==> src/verilog/tpr_pkg.sv <==
/*
 * Package for the touch pattern and recalibration control block: register
 * indices, field positions, reset values, decode tables and carrier structs.
 * Assumes an APB slave with 32-bit data, one register per aligned word.
 */
package tpr_pkg;

  localparam int NUM_INPUTS = 6;
  localparam int REG_W = 8;

  // register indices, byte address is four times the index
  localparam logic [7:0] IDX_MAIN_STATUS = 8'h02;
  localparam logic [7:0] IDX_PATTERN_SELECT = 8'h20;
  localparam logic [7:0] IDX_PATTERN_CONFIG = 8'h2B;
  localparam logic [7:0] IDX_RANGE_FLAGS = 8'h2E;
  localparam logic [7:0] IDX_RECAL_SETUP = 8'h2F;
  localparam logic [7:0] IDX_THRESH_FIRST = 8'h30;
  localparam logic [7:0] IDX_THRESH_LAST = 8'h35;

  // reset values
  localparam logic [7:0] RST_PATTERN_SELECT = 8'h3F;
  localparam logic [7:0] RST_PATTERN_CONFIG = 8'h00;
  localparam logic [7:0] RST_RANGE_FLAGS = 8'h00;
  localparam logic [7:0] RST_RECAL_SETUP = 8'h8A;
  localparam logic [6:0] RST_THRESHOLD = 7'h40;

  // pattern configuration fields
  localparam int PC_DETECT_EN = 7;
  localparam int PC_FRAC_HI = 3;
  localparam int PC_FRAC_LO = 2;
  localparam int PC_COMPARE = 1;
  localparam int PC_ALERT_EN = 0;

  // recalibration setup fields
  localparam int RS_BROADCAST = 7;
  localparam int RS_KEEP_INTD = 6;
  localparam int RS_KEEP_NEG = 5;
  localparam int RS_NEG_HI = 4;
  localparam int RS_NEG_LO = 3;
  localparam int RS_CAL_HI = 2;
  localparam int RS_CAL_LO = 0;

  // main status fields
  localparam int ST_ALERT = 0;
  localparam int ST_BASE_FAULT = 1;
  localparam int ST_PATTERN = 2;

  // negative delta recalibration counts
  localparam int NEG_CNT_W = 6;
  localparam logic [NEG_CNT_W-1:0] NEG_LIMIT_8 = 6'h08;
  localparam logic [NEG_CNT_W-1:0] NEG_LIMIT_16 = 6'h10;
  localparam logic [NEG_CNT_W-1:0] NEG_LIMIT_32 = 6'h20;
  localparam logic [1:0] NEG_CODE_OFF = 2'h3;

  // recalibration samples (log2) and update interval (sensing cycles)
  localparam int IVL_W = 13;
  localparam logic [3:0] SAMPLES_MIN_LOG2 = 4'h4;
  localparam logic [3:0] SAMPLES_MAX_LOG2 = 4'h8;
  localparam logic [2:0] CAL_CODE_CAP = 3'h4;
  localparam logic [IVL_W-1:0] IVL_TABLE [8] = '{13'h0010, 13'h0020, 13'h0040,
      13'h0080, 13'h0100, 13'h0400, 13'h0800, 13'h1000};

  // sensing results of one cycle, from the analog front end
  typedef struct packed {
    logic [NUM_INPUTS-1:0] over_pattern;
    logic [NUM_INPUTS-1:0] noise;
    logic [NUM_INPUTS-1:0] neg_delta;
  } tpr_sense_s;

  // recalibration controls toward the front end
  typedef struct packed {
    logic [NUM_INPUTS-1:0] clear_intermediate;
    logic [NUM_INPUTS-1:0] recal_request;
    logic base_update;
    logic [3:0] samples_log2;
  } tpr_recal_s;

endpackage : tpr_pkg

==> src/verilog/tpr_neg_counter.sv <==
/*
 * One input's consecutive negative delta counter.
 * Assumes step pulses come once per sensing cycle from the same clock.
 */
module tpr_neg_counter
  import tpr_pkg::*;
#(
  parameter int W = NEG_CNT_W
) (
  input wire logic pclk,
  input wire logic presetn,
  input wire logic step,
  input wire logic negative,
  input wire logic noise_clear,
  input wire logic enable,
  input wire logic [W-1:0] limit,
  output logic recal
);

  logic [W-1:0] count_reg;
  logic [W-1:0] count_next;
  logic recal_reg;
  logic recal_next;

  // count only unbroken runs; reaching the limit fires once and restarts
  always_comb begin
    count_next = count_reg;
    recal_next = 1'b0;
    if (noise_clear) begin
      count_next = '0;
    end else if (step) begin
      if (!negative || !enable) begin
        count_next = '0;
      end else if (count_reg + W'(1) >= limit) begin
        count_next = '0;
        recal_next = 1'b1;
      end else begin
        count_next = count_reg + W'(1);
      end
    end
  end

  always_ff @(posedge pclk or negedge presetn) begin
    if (!presetn) begin
      count_reg <= '0;
      recal_reg <= 1'b0;
    end else begin
      count_reg <= count_next;
      recal_reg <= recal_next;
    end
  end

  assign recal = recal_reg;

endmodule : tpr_neg_counter

==> src/verilog/tpr_top.sv <==
/*
 * Touch pattern detection, base count range flags and recalibration control
 * of a six input capacitive touch controller, with an APB register slave.
 * Assumes the front end delivers per-cycle results on pclk with a one-cycle
 * cycle_done pulse, and calibration results with a calib_valid pulse.
 */
// The implementer's own choice: the APB register port.
// How it works
// - mask bit n selects input n+1
// - specific mode: all selected inputs qualify
// - count mode: qualifiers at least mask popcount
// - compare bit chooses evaluation method
// - compare 1 specific, 0 count, resets 0
// - detection only while enable bit set
// - event blocks touches, sets pattern status
// - alert pin only with alert enable
// - per-input read-only base range flags
// - any range flag sets summary fault
// - broadcast bit copies input-1 threshold writes
// - noise clears intermediate data unless kept
// - noise clears negative counter unless kept
// - negative run of 8/16/32 triggers recalibration
// - samples 16..128, codes above give 256
// - update interval 16..256, 1024, 2048, 4096
// - samples never set the update interval
// - one setting applies to all inputs
module tpr_top
  import tpr_pkg::*;
#(
  parameter int ADDR_W = 10,
  parameter int N = NUM_INPUTS
) (
  input wire logic pclk,
  input wire logic presetn,
  input wire logic psel,
  input wire logic penable,
  input wire logic pwrite,
  input wire logic [ADDR_W-1:0] paddr,
  input wire logic [31:0] pwdata,
  input wire logic [3:0] pstrb,
  output logic [31:0] prdata,
  output logic pready,
  output logic pslverr,
  input wire logic cycle_done,
  input wire tpr_sense_s sense,
  input wire logic calib_valid,
  input wire logic [N-1:0] base_out_range,
  output logic touch_block,
  output logic alert_n,
  output logic [N*7-1:0] thresholds,
  output tpr_recal_s recal
);

  logic [REG_W-1:0] pattern_select_reg, pattern_select_next;
  logic [REG_W-1:0] pattern_config_reg, pattern_config_next;
  logic [REG_W-1:0] recal_setup_reg, recal_setup_next;
  logic [N-1:0] range_flags_reg, range_flags_next;
  logic [6:0] thresh_reg [N];
  logic [6:0] thresh_next [N];
  logic pattern_active_reg, pattern_active_next;
  logic pattern_status_reg, pattern_status_next;
  logic alert_flag_reg, alert_flag_next;
  logic [31:0] rdata_reg, rdata_next;
  logic err_reg, err_next;
  logic [IVL_W-1:0] ivl_count_reg, ivl_count_next;
  logic update_reg, update_next;

  logic [7:0] idx;
  logic aligned;
  logic setup_phase;
  logic wr_access;
  logic lane0;
  logic [7:0] wbyte;
  logic [N-1:0] qualify;
  logic [3:0] qual_count;
  logic [3:0] mask_count;
  logic hit;
  logic [REG_W-1:0] status_view;
  logic [NEG_CNT_W-1:0] neg_limit;
  logic [IVL_W-1:0] ivl_limit;
  logic [2:0] cal_code;
  logic [N-1:0] noise_clear_neg;

  // address decode; a misaligned byte address answers with an error
  assign idx = paddr[9:2];
  assign aligned = (paddr[1:0] == 2'h0);
  assign setup_phase = psel && !penable;
  assign wr_access = psel && penable && pwrite;
  assign lane0 = pstrb[0];
  assign wbyte = pwdata[7:0];
  assign cal_code = recal_setup_reg[RS_CAL_HI:RS_CAL_LO];

  // qualifying inputs and population counts for the pattern compare
  always_comb begin
    qualify = '0;
    qual_count = '0;
    mask_count = '0;
    if (pattern_config_reg[PC_DETECT_EN]) begin
      qualify = sense.over_pattern | sense.noise;
    end
    for (int i = 0; i < N; i++) begin
      qual_count = qual_count + 4'(qualify[i]);
      mask_count = mask_count + 4'(pattern_select_reg[i]);
    end
    if (pattern_config_reg[PC_COMPARE]) begin
      hit = ((qualify & pattern_select_reg[N-1:0]) == pattern_select_reg[N-1:0])
          && (pattern_select_reg[N-1:0] != '0);
    end else begin
      hit = (qual_count >= mask_count) && (qual_count != 4'h0);
    end
  end

  // status view; summary fault follows the live flags
  always_comb begin
    status_view = '0;
    status_view[ST_ALERT] = alert_flag_reg;
    status_view[ST_BASE_FAULT] = |range_flags_reg;
    status_view[ST_PATTERN] = pattern_status_reg;
  end

  // pattern evaluation once per sensing cycle; event sets win over clears
  always_comb begin
    pattern_active_next = pattern_active_reg;
    pattern_status_next = pattern_status_reg;
    alert_flag_next = alert_flag_reg;
    if (wr_access && aligned && idx == IDX_MAIN_STATUS && lane0 && !wbyte[ST_ALERT]) begin
      alert_flag_next = 1'b0;
      // status only drops once the condition has gone
      if (!pattern_active_reg) begin
        pattern_status_next = 1'b0;
      end
    end
    if (cycle_done) begin
      pattern_active_next = hit;
      if (hit) begin
        pattern_status_next = 1'b1;
        if (pattern_config_reg[PC_ALERT_EN]) begin
          alert_flag_next = 1'b1;
        end
      end
    end
  end

  // register writes; thresholds take a broadcast from input 1
  always_comb begin
    pattern_select_next = pattern_select_reg;
    pattern_config_next = pattern_config_reg;
    recal_setup_next = recal_setup_reg;
    range_flags_next = range_flags_reg;
    for (int i = 0; i < N; i++) begin
      thresh_next[i] = thresh_reg[i];
    end
    if (calib_valid) begin
      range_flags_next = base_out_range;
    end
    if (wr_access && aligned && lane0) begin
      unique case (idx)
        IDX_PATTERN_SELECT: pattern_select_next = {2'h0, wbyte[N-1:0]};
        IDX_PATTERN_CONFIG: pattern_config_next = wbyte;
        IDX_RECAL_SETUP: recal_setup_next = wbyte;
        default: begin
          if (idx >= IDX_THRESH_FIRST && idx <= IDX_THRESH_LAST) begin
            thresh_next[3'(idx - IDX_THRESH_FIRST)] = wbyte[6:0];
            if (idx == IDX_THRESH_FIRST && recal_setup_reg[RS_BROADCAST]) begin
              for (int i = 0; i < N; i++) begin
                thresh_next[i] = wbyte[6:0];
              end
            end
          end
        end
      endcase
    end
  end

  // read data and error decided in the setup phase, shown in the access phase
  always_comb begin
    rdata_next = rdata_reg;
    err_next = err_reg;
    if (setup_phase) begin
      rdata_next = '0;
      err_next = 1'b0;
      if (!aligned) begin
        err_next = 1'b1;
      end else begin
        unique case (idx)
          IDX_MAIN_STATUS: rdata_next[7:0] = status_view;
          IDX_PATTERN_SELECT: rdata_next[7:0] = pattern_select_reg;
          IDX_PATTERN_CONFIG: rdata_next[7:0] = pattern_config_reg;
          IDX_RANGE_FLAGS: rdata_next[N-1:0] = range_flags_reg;
          IDX_RECAL_SETUP: rdata_next[7:0] = recal_setup_reg;
          default: begin
            if (idx >= IDX_THRESH_FIRST && idx <= IDX_THRESH_LAST) begin
              rdata_next[6:0] = thresh_reg[3'(idx - IDX_THRESH_FIRST)];
            end else begin
              err_next = 1'b1;
            end
          end
        endcase
      end
    end
  end

  // base count update timer, shared by every input and set only by the interval
  always_comb begin
    ivl_limit = IVL_TABLE[cal_code];
    ivl_count_next = ivl_count_reg;
    update_next = 1'b0;
    if (cycle_done) begin
      if (ivl_count_reg + IVL_W'(1) >= ivl_limit) begin
        ivl_count_next = '0;
        update_next = 1'b1;
      end else begin
        ivl_count_next = ivl_count_reg + IVL_W'(1);
      end
    end
  end

  // one register bank for all state above; reset values come from the package
  always_ff @(posedge pclk or negedge presetn) begin
    if (!presetn) begin
      pattern_select_reg <= RST_PATTERN_SELECT;
      pattern_config_reg <= RST_PATTERN_CONFIG;
      recal_setup_reg <= RST_RECAL_SETUP;
      range_flags_reg <= RST_RANGE_FLAGS[N-1:0];
      for (int i = 0; i < N; i++) begin
        thresh_reg[i] <= RST_THRESHOLD;
      end
      pattern_active_reg <= 1'b0;
      pattern_status_reg <= 1'b0;
      alert_flag_reg <= 1'b0;
      rdata_reg <= '0;
      err_reg <= 1'b0;
      ivl_count_reg <= '0;
      update_reg <= 1'b0;
    end else begin
      pattern_select_reg <= pattern_select_next;
      pattern_config_reg <= pattern_config_next;
      recal_setup_reg <= recal_setup_next;
      range_flags_reg <= range_flags_next;
      for (int i = 0; i < N; i++) begin
        thresh_reg[i] <= thresh_next[i];
      end
      pattern_active_reg <= pattern_active_next;
      pattern_status_reg <= pattern_status_next;
      alert_flag_reg <= alert_flag_next;
      rdata_reg <= rdata_next;
      err_reg <= err_next;
      ivl_count_reg <= ivl_count_next;
      update_reg <= update_next;
    end
  end

  // negative run limit decode; code 3 turns the trigger off
  always_comb begin
    unique case (recal_setup_reg[RS_NEG_HI:RS_NEG_LO])
      2'h0: neg_limit = NEG_LIMIT_8;
      2'h1: neg_limit = NEG_LIMIT_16;
      2'h2: neg_limit = NEG_LIMIT_32;
      default: neg_limit = NEG_LIMIT_32;
    endcase
  end

  // noise side effects; mismatched keep bits are allowed but not advised
  assign noise_clear_neg = sense.noise & {N{cycle_done && !recal_setup_reg[RS_KEEP_NEG]}};

  // one counter per input, all sharing one limit and one keep setting
  for (genvar g = 0; g < N; g++) begin : g_neg
    tpr_neg_counter #(
      .W(NEG_CNT_W)
    ) u_neg (
      .pclk(pclk),
      .presetn(presetn),
      .step(cycle_done),
      .negative(sense.neg_delta[g]),
      .noise_clear(noise_clear_neg[g]),
      .enable(recal_setup_reg[RS_NEG_HI:RS_NEG_LO] != NEG_CODE_OFF),
      .limit(neg_limit),
      .recal(recal.recal_request[g])
    );
  end

  // intermediate data drop is combinational so it acts in the noisy cycle
  // noise is only valid with cycle_done, so stale flags never drop data
  assign recal.clear_intermediate = sense.noise
      & {N{cycle_done && !recal_setup_reg[RS_KEEP_INTD]}};
  assign recal.base_update = update_reg;
  assign recal.samples_log2 = (cal_code >= CAL_CODE_CAP) ? SAMPLES_MAX_LOG2
      : SAMPLES_MIN_LOG2 + 4'(cal_code);

  // thresholds leave as one flat bus, input 1 in the low bits
  for (genvar g = 0; g < N; g++) begin : g_thr
    assign thresholds[g*7 +: 7] = thresh_reg[g];
  end

  // pins; pready stays high because read data is prepared in the setup cycle
  assign touch_block = pattern_active_reg;
  assign alert_n = !alert_flag_reg;
  assign prdata = rdata_reg;
  assign pready = 1'b1;
  assign pslverr = err_reg && psel && penable;

endmodule : tpr_top

==> config.mk <==
export PLATFORM = sky130hd
export DESIGN_NAME = tpr_top
export DESIGN_NICKNAME = d
export VERILOG_FILES = /design/src/verilog/tpr_pkg.sv /design/src/verilog/tpr_neg_counter.sv /design/src/verilog/tpr_top.sv
export SDC_FILE = /design/constraint.sdc
export NUM_CORES = 1
export LEC_CHECK = 0
export ABC_CLOCK_PERIOD_IN_PS = 8140
export BUFFER_PORTS_ARGS = -buffer_cell sky130_fd_sc_hd__buf_2
export CAP_MARGIN = 20
export CORE_MARGIN = 4
export CORE_UTILIZATION = 35
export CTS_CLUSTER_DIAMETER = 30
export DETAILED_ROUTE_END_ITERATION = 7
export PLACE_DENSITY_LB_ADDON = 0.2
export SETUP_SLACK_MARGIN = 0.1
export SYNTH_ARGS = -nofsm -noshare
export SYNTH_HDL_FRONTEND = slang
export SYNTH_HIERARCHICAL = 1
export SYNTH_SLANG_ARGS = --single-unit
==> constraint.sdc <==
create_clock -name pclk -period 8.14 [get_ports pclk]
set_clock_uncertainty 0.05 [all_clocks]
set_input_delay 0.407 -clock pclk [delete_from_list [all_inputs] [get_ports pclk]]
set_output_delay 0.407 -clock pclk [all_outputs]
set_load 0.03 [all_outputs]
### After elaboration in Yosys (flattened, before gate mapping)

Memory sizes are Yosys's and may differ from the RTL's.
Cells that the tools add are included.

* register bits: 138
* bits in latches: 0
* memory bits (writable): 0
* bits in read-only memories: 104
* bits of input ports: 77
* output and inout bits: 95
* memories: 1

* $add $sub $neg: 19
* $mul: 0
* div/mod/pow operators: 0
* magnitude comparators: 14
* equality and inequality tests: 9
* shifts and indexed selects: 0
* mux-type cells: 80
* bitwise logic cells: 7
* reductions and logical operators: 53

Memory list
* (name not given): depth 8, width 13, read ports 1, clocked after Yosys merged registers in 0, write ports 0, RTL line tpr_top.sv:205 `ivl_limit = IVL_TABLE[cal_code];`

Operators by type and width (number)
* 6-bit 2-to-1 mux: 25
* 42-bit bitwise mux: 1
* 42-bit 2-to-1 mux: 1
* 8-bit by 6-bit equality test with 1-bit output, second input constant: 5
* 13-bit 2-to-1 mux: 3
* 1-bit 2-to-1 mux: 38
* 6-bit by 1-bit adder with 6-bit output, second input constant: 6
* 6-bit >= comparator: 6
* 6-bit one-hot mux with 5 select lines: 1
* 7-bit 2-to-1 mux: 4
* 7-bit binary-select mux with 3-bit select: 1
* 7-bit demux with 3-bit select: 1
* 6-bit bitwise AND: 3
* 1-bit logical AND: 17
* 4-bit by 1-bit adder with 4-bit output: 4
* 13-bit by 1-bit adder with 13-bit output, second input constant: 1
* 13-bit >= comparator: 1
* 1-bit zero test: 12
* 6-bit one-hot mux with 2 select lines: 1
* 2-bit nonzero test: 6
* 3-bit by 1-bit adder with 4-bit output: 2
* 8-bit by 2-bit equality test with 1-bit output, second input constant: 1
* 4-bit >= comparator, second input constant: 2
* 8-bit by 6-bit >= comparator with 1-bit output, second input constant: 1
* other kinds (27): 39

### Logic depth before layout (Yosys ltp)

Gate-level depths: netlist of run 1.

* depth after elaboration: 12
* gate-level depth with buffers: 13

### By module

The synthesis of run 1 kept the hierarchy.

Modules (own cells, without submodules)
* tpr_top: instances 1, cells an instance 483, area each 5491.5 sq um, sequential area each 2421.1 sq um
* tpr_neg_counter: instances 6, cells an instance 51, area each 525.5 sq um, sequential area each 175.2 sq um

### Worst setup path before layout of run 1

Ideal clock, no wire load.

* path type: register to register
* from: reg pattern_config_reg[7]
* to: reg pattern_active_reg (netlist: touch_block)
* arrival: 3.211 ns
* required time: 7.952 ns
* setup slack: 4.742 ns
* cell stages (with the launch flop): 13
* buffers on the path: 1
* cell sequence: dfrtp_1 clkbuf_1 o21a_1 fa_1 fa_1 ha_1 fa_1 ha_1 a21o_1 a21oi_1 nor3_1 o21ai_0 o21ai_0

* cells in the longest elaborated chain, start to end: 9
* elaborated cells between the ends (all ways): 13

Ends and longest elaborated chain
* from (decl): RTL line tpr_top.sv:55 `logic [REG_W-1:0] pattern_config_reg, pattern_config_next;`
* from (signal assigned): RTL line tpr_top.sv:237 `pattern_config_reg <= pattern_config_next;`
* 6-bit 2-to-1 mux (*): RTL line tpr_top.sv:98 `if (pattern_config_reg[PC_DETECT_EN]) begin`
* 1-bit by 1-bit adder with 2-bit output: RTL line tpr_top.sv:102 `qual_count = qual_count + 4'(qualify[i]);`
* 2-bit by 1-bit adder with 3-bit output: RTL line tpr_top.sv:102
* 3-bit by 1-bit adder with 4-bit output: RTL line tpr_top.sv:102
* 4-bit by 1-bit adder with 4-bit output (2 in series): RTL line tpr_top.sv:102
* 4-bit >= comparator / 4-bit nonzero test (equally long branches): RTL line tpr_top.sv:109 `hit = (qual_count >= mask_count) && (qual_count != 4'h0);`
* 1-bit logical AND: RTL line tpr_top.sv:109
* 1-bit 2-to-1 mux (*): RTL line tpr_top.sv:105 `if (pattern_config_reg[PC_COMPARE]) begin`
* to (signal assigned): RTL line tpr_top.sv:243 `pattern_active_reg <= pattern_active_next;`
* to (decl): RTL line tpr_top.sv:60 `logic pattern_active_reg, pattern_active_next;`

Every way passes the cells marked *; elsewhere a longest branch is shown, timed or not.
A chain may end at the register's enable or synchronous reset.

### Worst setup path in the final report of run 1

Ends and elaborated chain as after synthesis.

==> results of run 1 <==
metrics by stage:
step | util (%) | cell area [µm²] | setup WS [ns]
4_1_cts | 41.5 | 10100 | 4.31
5_1_grt | 41.5 | 10100 | 4.06
6_report | 41.5 | 10100 | 4.32
3_3_place_gp | 39.1 | 9500 | 4.35
2_1_floorplan | - | 8800 | 4.74
3_5_place_dp | 39.1 | 9500 | 4.30
area by class of cell:
cell class	count	area share [%]
flip-flops and latches	138	34.4
repair buffers	121	6.13
multi-input cells	586	47.6
clock buffers	17	4.21
well taps	324	4.01
inverters	56	2.08
clock inverters	15	1.62
power breakdown:
group / switching, mW / total, mW / internal (mW)
logic: 0.118 / 0.183 / 0.0647
registers: 0.0286 / 0.737 / 0.708
clock network: 0.371 / 0.784 / 0.412
final timing paths:
| check | start | end | slack [ns] | depth (start not counted) |
|---|---|---|---|---|
| max reg2reg | pattern_config_reg[7] | touch_block | 4.32 | 11 |
| min in group asynchronous | presetn | g_neg[5].u_neg/count_reg[1] | 0.50 | 2 |
| min reg2reg | prdata[7] | prdata[7] | 0.42 | 2 |
| max in group asynchronous | presetn | pattern_config_reg[2] | 6.23 | 3 |
| max | pattern_config_reg[7] | touch_block | 4.32 | 11 |
| min | base_out_range[1] | range_flags_reg[1] | 0.15 | 2 |
cell usage in the layout (no fill, tap or decap), drive strengths merged, types with 19 or more instances in the layout:
cell type	Yosys	routed
mux2	72	72
conb	2	43
inv	56	66
nor2	31	31
buf	39	120
ha	57	57
nand2b	19	19
nand3	26	26
a32o	24	24
a21oi	28	28
xnor2	22	22
nand2	42	42
dfrtp	123	123
o21ai	29	29
routing by layer:
layer	track usage, %	vias to the layer above	wire length (µm)
li1	-	3080	-
met1	21.4	3121	9830
met2	26.2	137	10100
met3	4.19	30	1130
met4	4.69	4	326
met5	0	-	21
repair_timing:
item,in CTS,in global routing
gates resized for setup,0,0
setup buffers,0,0
hold buffers,1,0
hold endpoints to repair,59,0
cell families after synthesis:
group | Yosys count | share of synthesized area (%)
AOI/OAI and AO/OA | 153 | 14.7
xor gates and xnor gates | 35 | 3.55
adders and majority gates | 63 | 9.64
buffers and inverters | 106 | 6.05
DFF | 138 | 40.2
muxes | 92 | 12.7
other | 2 | 0.0869
and+or+nand+nor | 200 | 13.1
==> impl_metrics.tcl, run 1 <==
set metrics [dict create \
    status "completed" \
    setup_violations 0 \
    yosysSeqAreaShare_pct 40.2 \
    finalHoldViolations 0 \
    arrival_ns 4.06 \
    cp_top_family "adder cells" \
    initial_core_util_pct 35.5 \
    end_kind "register" \
    clk_pin_slew_ns 0.07 \
    layout-drive-gt1-share_pct 29.7 \
    crit_top_cell "fa_1" \
    crit_path_top_delay_cell "dfrtp_1" \
    synth.largest_area_cell "dfrtp_1" \
    htreeDepth 4 \
    worstMarginPinSlew_ns 0.888 \
    nFillCells 2369 \
    core.rowCount 57 \
    synth_area_per_cell_um2 11.0 \
    die_area_um2 27300 \
    diodes 0 \
    gr-total-overflow 0 \
    synthArstFlopShare_pct 100 \
    drt_wl_total_mm 21.4 \
    syn_area_um2 8640 \
    final_antenna_net_count 0 \
    dp_hpwl_mm 15.9 \
    path_cells "o21a_1, fa_1, fa_1, ha_1, fa_1, ha_1, a21o_1, a21oi_1, nor3_1, o21ai_0, o21ai_0" \
    cts.sinks 138 \
    fmax_mhz 262 \
    synth_area_leaders "dfrtp_1 (36%), mux2_2 (9.1%), ha_1 (8.3%)" \
    hold_path.class "in2reg" \
    grt_usage_pct 16.2 \
    drtPass1Iterations 5 \
    total_power_mw 1.70 \
    clockRootBuffer "clkbuf_16" \
    leakage_nw 4.95 \
    max_cap_violations 0 \
    drc 0 \
    coreArea_um2 24300 \
    register_area_um2 3470 \
    grt_max_degree 74 \
    start_kind "register" \
    multi_input_comb_area_um2 4800 \
    whs_ns 0.145 \
    setup_tns_ns 0 \
    place.port_buffers 119 \
    ios 172 \
    synth_edf_count 0 \
    area_growth_syn_to_layout_pct 16.8 \
    ys_ff_latch 138 \
    grt_first_pass_wirelength_mm 34.5 \
    largest_reg_flops 42 \
    via_count 6372 \
    clockBufferDepth 2 \
    place_congestion 0.799 \
    synth_top_area_share_pct 35.6 \
    via_per_inst 5.07 \
    finalCriticalPeriod_ns 3.82 \
    ys_types 59 \
    yosys_warnings 6 \
    synthCells 789 \
    drt-initial-drc-count 316 \
    grt_antenna_before_repair 2 \
    crit_buf_inv 0 \
    yosysMostFrequentCell "dfrtp_1" \
    cts_tree "yes" \
    routedWlPerCell_um 17.0 \
    p_per_area_nw_per_um2 169 \
    cts-buffers-inserted 17 \
    die_y_um 165 \
    die_x_um 165 \
    cp.required_ns 8.39 \
    yosys-top-cells-count "dfrtp_1 (123), mux2_2 (70), ha_1 (57), inv_1 (56), nand2_1 (42)" \
    clock_latency_ns 0.44 \
    report.final.slew_viol_count 0 \
    ir_worst_vdd_uv 125 \
    grt_pass1_vias 6442 \
    setup.worst_path.class "reg2reg" \
    rsz0062_at_grt "false" \
    synth_flop_cell "dfrtp_1" \
    slew_headroom_pct 40.6 \
    period_share_pct 46.9 \
    slowest_delay_ns 0.55 \
    final_cells 1257 \
    crit_fanout 8 \
    fin_nets 1060 \
    placed_cells 1224 \
]
(Power assumes the default switching activity.)
==> run 2, diff against run 1 <==
--- a/config.mk
+++ b/config.mk
@@ -5,7 +5,7 @@
 export SDC_FILE = /design/constraint.sdc
 export NUM_CORES = 1
 export LEC_CHECK = 0
-export ABC_CLOCK_PERIOD_IN_PS = 8140
+export ABC_CLOCK_PERIOD_IN_PS = 3700
 export BUFFER_PORTS_ARGS = -buffer_cell sky130_fd_sc_hd__buf_2
 export CAP_MARGIN = 20
 export CORE_MARGIN = 4
==> constraint.sdc (replaced) <==
create_clock -name pclk -period 3.7 [get_ports pclk]
set_clock_uncertainty 0.05 [all_clocks]
set_input_delay 0.185 -clock pclk [delete_from_list [all_inputs] [get_ports pclk]]
set_output_delay 0.185 -clock pclk [all_outputs]
set_load 0.03 [all_outputs]
==> impl_metrics.tcl, run 2 (synthesis gave the netlist of run 1 again) <==
set metrics [dict create \
    status "completed" \
    routedWlPerCell_um 17.2 \
    crit_top_cell "fa_1" \
    crit_fanout 4 \
    die_x_um 165 \
    area_growth_syn_to_layout_pct 18.7 \
    setup_tns_ns 0 \
    r2r_cells 13 \
    path_cells "inv_2, fa_1, fa_1, inv_2, ha_2, fa_1, inv_1, ha_1, a21o_1, a21oi_2, nor3_2, o21ai_2, o21ai_1" \
    grt_pass1_vias 6545 \
    place_congestion 0.800 \
    cts_tree "yes" \
    worstMarginPinSlew_ns 0.893 \
    core.rowCount 57 \
    highest_layer "met5" \
    final_antenna_net_count 0 \
    drt-initial-drc-count 286 \
    fin_area_um2 10300 \
    mostFrequentLayoutCells "dfrtp_1 (122), buf_2 (118), mux2_2 (70)" \
    arrival_ns 3.67 \
    setup_violations 0 \
    rsz0062_at_grt "false" \
    crit_path_top_delay_cell "dfstp_2" \
    via_count 6418 \
    final_cells 1268 \
    total_power_mw 3.79 \
    slew_headroom_pct 40.3 \
    ir_worst_vdd_uv 204 \
    slowest_delay_ns 0.56 \
    die_area_um2 27300 \
    dp_hpwl_mm 16.1 \
    via_per_inst 5.06 \
    drt_wl_total_mm 21.8 \
    gr-total-overflow 0 \
    place.port_buffers 119 \
    route.met2.wl_mm 10.5 \
    drtPass1Iterations 4 \
    met1_length_mm 9.96 \
    grt_max_degree 81 \
    fmax_mhz 292 \
    leakage_nw 5.01 \
    fin_util_pct 42.2 \
    htreeDepth 4 \
    fin_nets 1071 \
    clockBufferDepth 2 \
    place_area_um2 9540 \
    cts-buffers-inserted 17 \
    largest_reg_flops 42 \
    p_per_area_nw_per_um2 369 \
    clk_pin_slew_ns 0.07 \
    period_share_pct 92.5 \
    max_cap_violations 0 \
    grt_antenna_before_repair 2 \
    hold_path.class "in2reg" \
    layout-drive-gt1-share_pct 30.8 \
    cts.sinks 138 \
    start_kind "register" \
    final_common_cell "dfrtp_1" \
    diodes 0 \
    ios 172 \
    initial_core_util_pct 35.5 \
    drc 0 \
    setup.worst_path.class "reg2reg" \
    finalHoldViolations 0 \
    placed_cells 1227 \
    finalCriticalPeriod_ns 3.42 \
    dr_wl_met3_mm 1.06 \
    clockRootBuffer "clkbuf_16" \
    hold_depth 3 \
    die_y_um 165 \
    grt_usage_pct 16.5 \
    report.final.slew_viol_count 0 \
    end_kind "register" \
    grt_first_pass_wirelength_mm 35.2 \
    clock_latency_ns 0.43 \
    coreArea_um2 24300 \
    cp.required_ns 3.95 \
]
-- run 2: stage by stage --
stage	worst slack, ns	hold slack (ns)
finish	0.278	0.0567
global placement	0.0844	0.255
detailed placement	0.0774	0.259
CTS	0.122	0.0302
global route	0.112	0.0569
floorplan	0.302	-0.161
-- run 2: final timing paths --
kind                                  startpoint                          end  slack (ns)
max                        pattern_select_reg[3]                  touch_block        0.28
min                                     paddr[0]                    prdata[7]        0.06
max reg2reg                pattern_select_reg[3]                  touch_block        0.28
min reg2reg                            prdata[7]                    prdata[7]        0.44
max in group asynchronous                presetn               thresholds[20]        2.42
min in group asynchronous                presetn  g_neg[5].u_neg/count_reg[2]        0.33
-- run 2: timing repair --
action / in CTS / in global routing
pin swaps: 0 / 8
setup buffers: 0 / 1
setup endpoints to repair: 2 / 3
hold buffers: 8 / 0
endpoints found under the hold margin: 82 / 0
resized for setup: 1 / 11
-- run 2: layout make-up --
type,count,area (µm²)
Inverter,56,210
Clock inverter,15,191
Sequential cell,138,3470
Tap cell,324,405
Timing Repair Buffer,132,732
Clock buffer,17,425
Multi-Input combinational cell,586,4820
Fill cell,2378,14100
-- run 2: critical path, delay by kind of cell, from the launching register on --
family | cells | cell delay [ns]
compound gates | 4 | 0.58
fa+ha+maj | 5 | 1.91
buf+inv | 3 | 0.13
flops | 1 | 0.56
simple gates | 1 | 0.05
-- run 2: power breakdown --
part           internal (mW)  switching [mW]  total, mW
clock network          0.923           0.829       1.75
registers               1.56          0.0640       1.62
logic                  0.150           0.264      0.414
-- run 2: metal layers --
layer,track usage (%),vias to the layer above
li1,-,3107
met1,21.6,3157
met2,27.0,127
met3,4.42,23
met4,4.54,4
met5,0,-
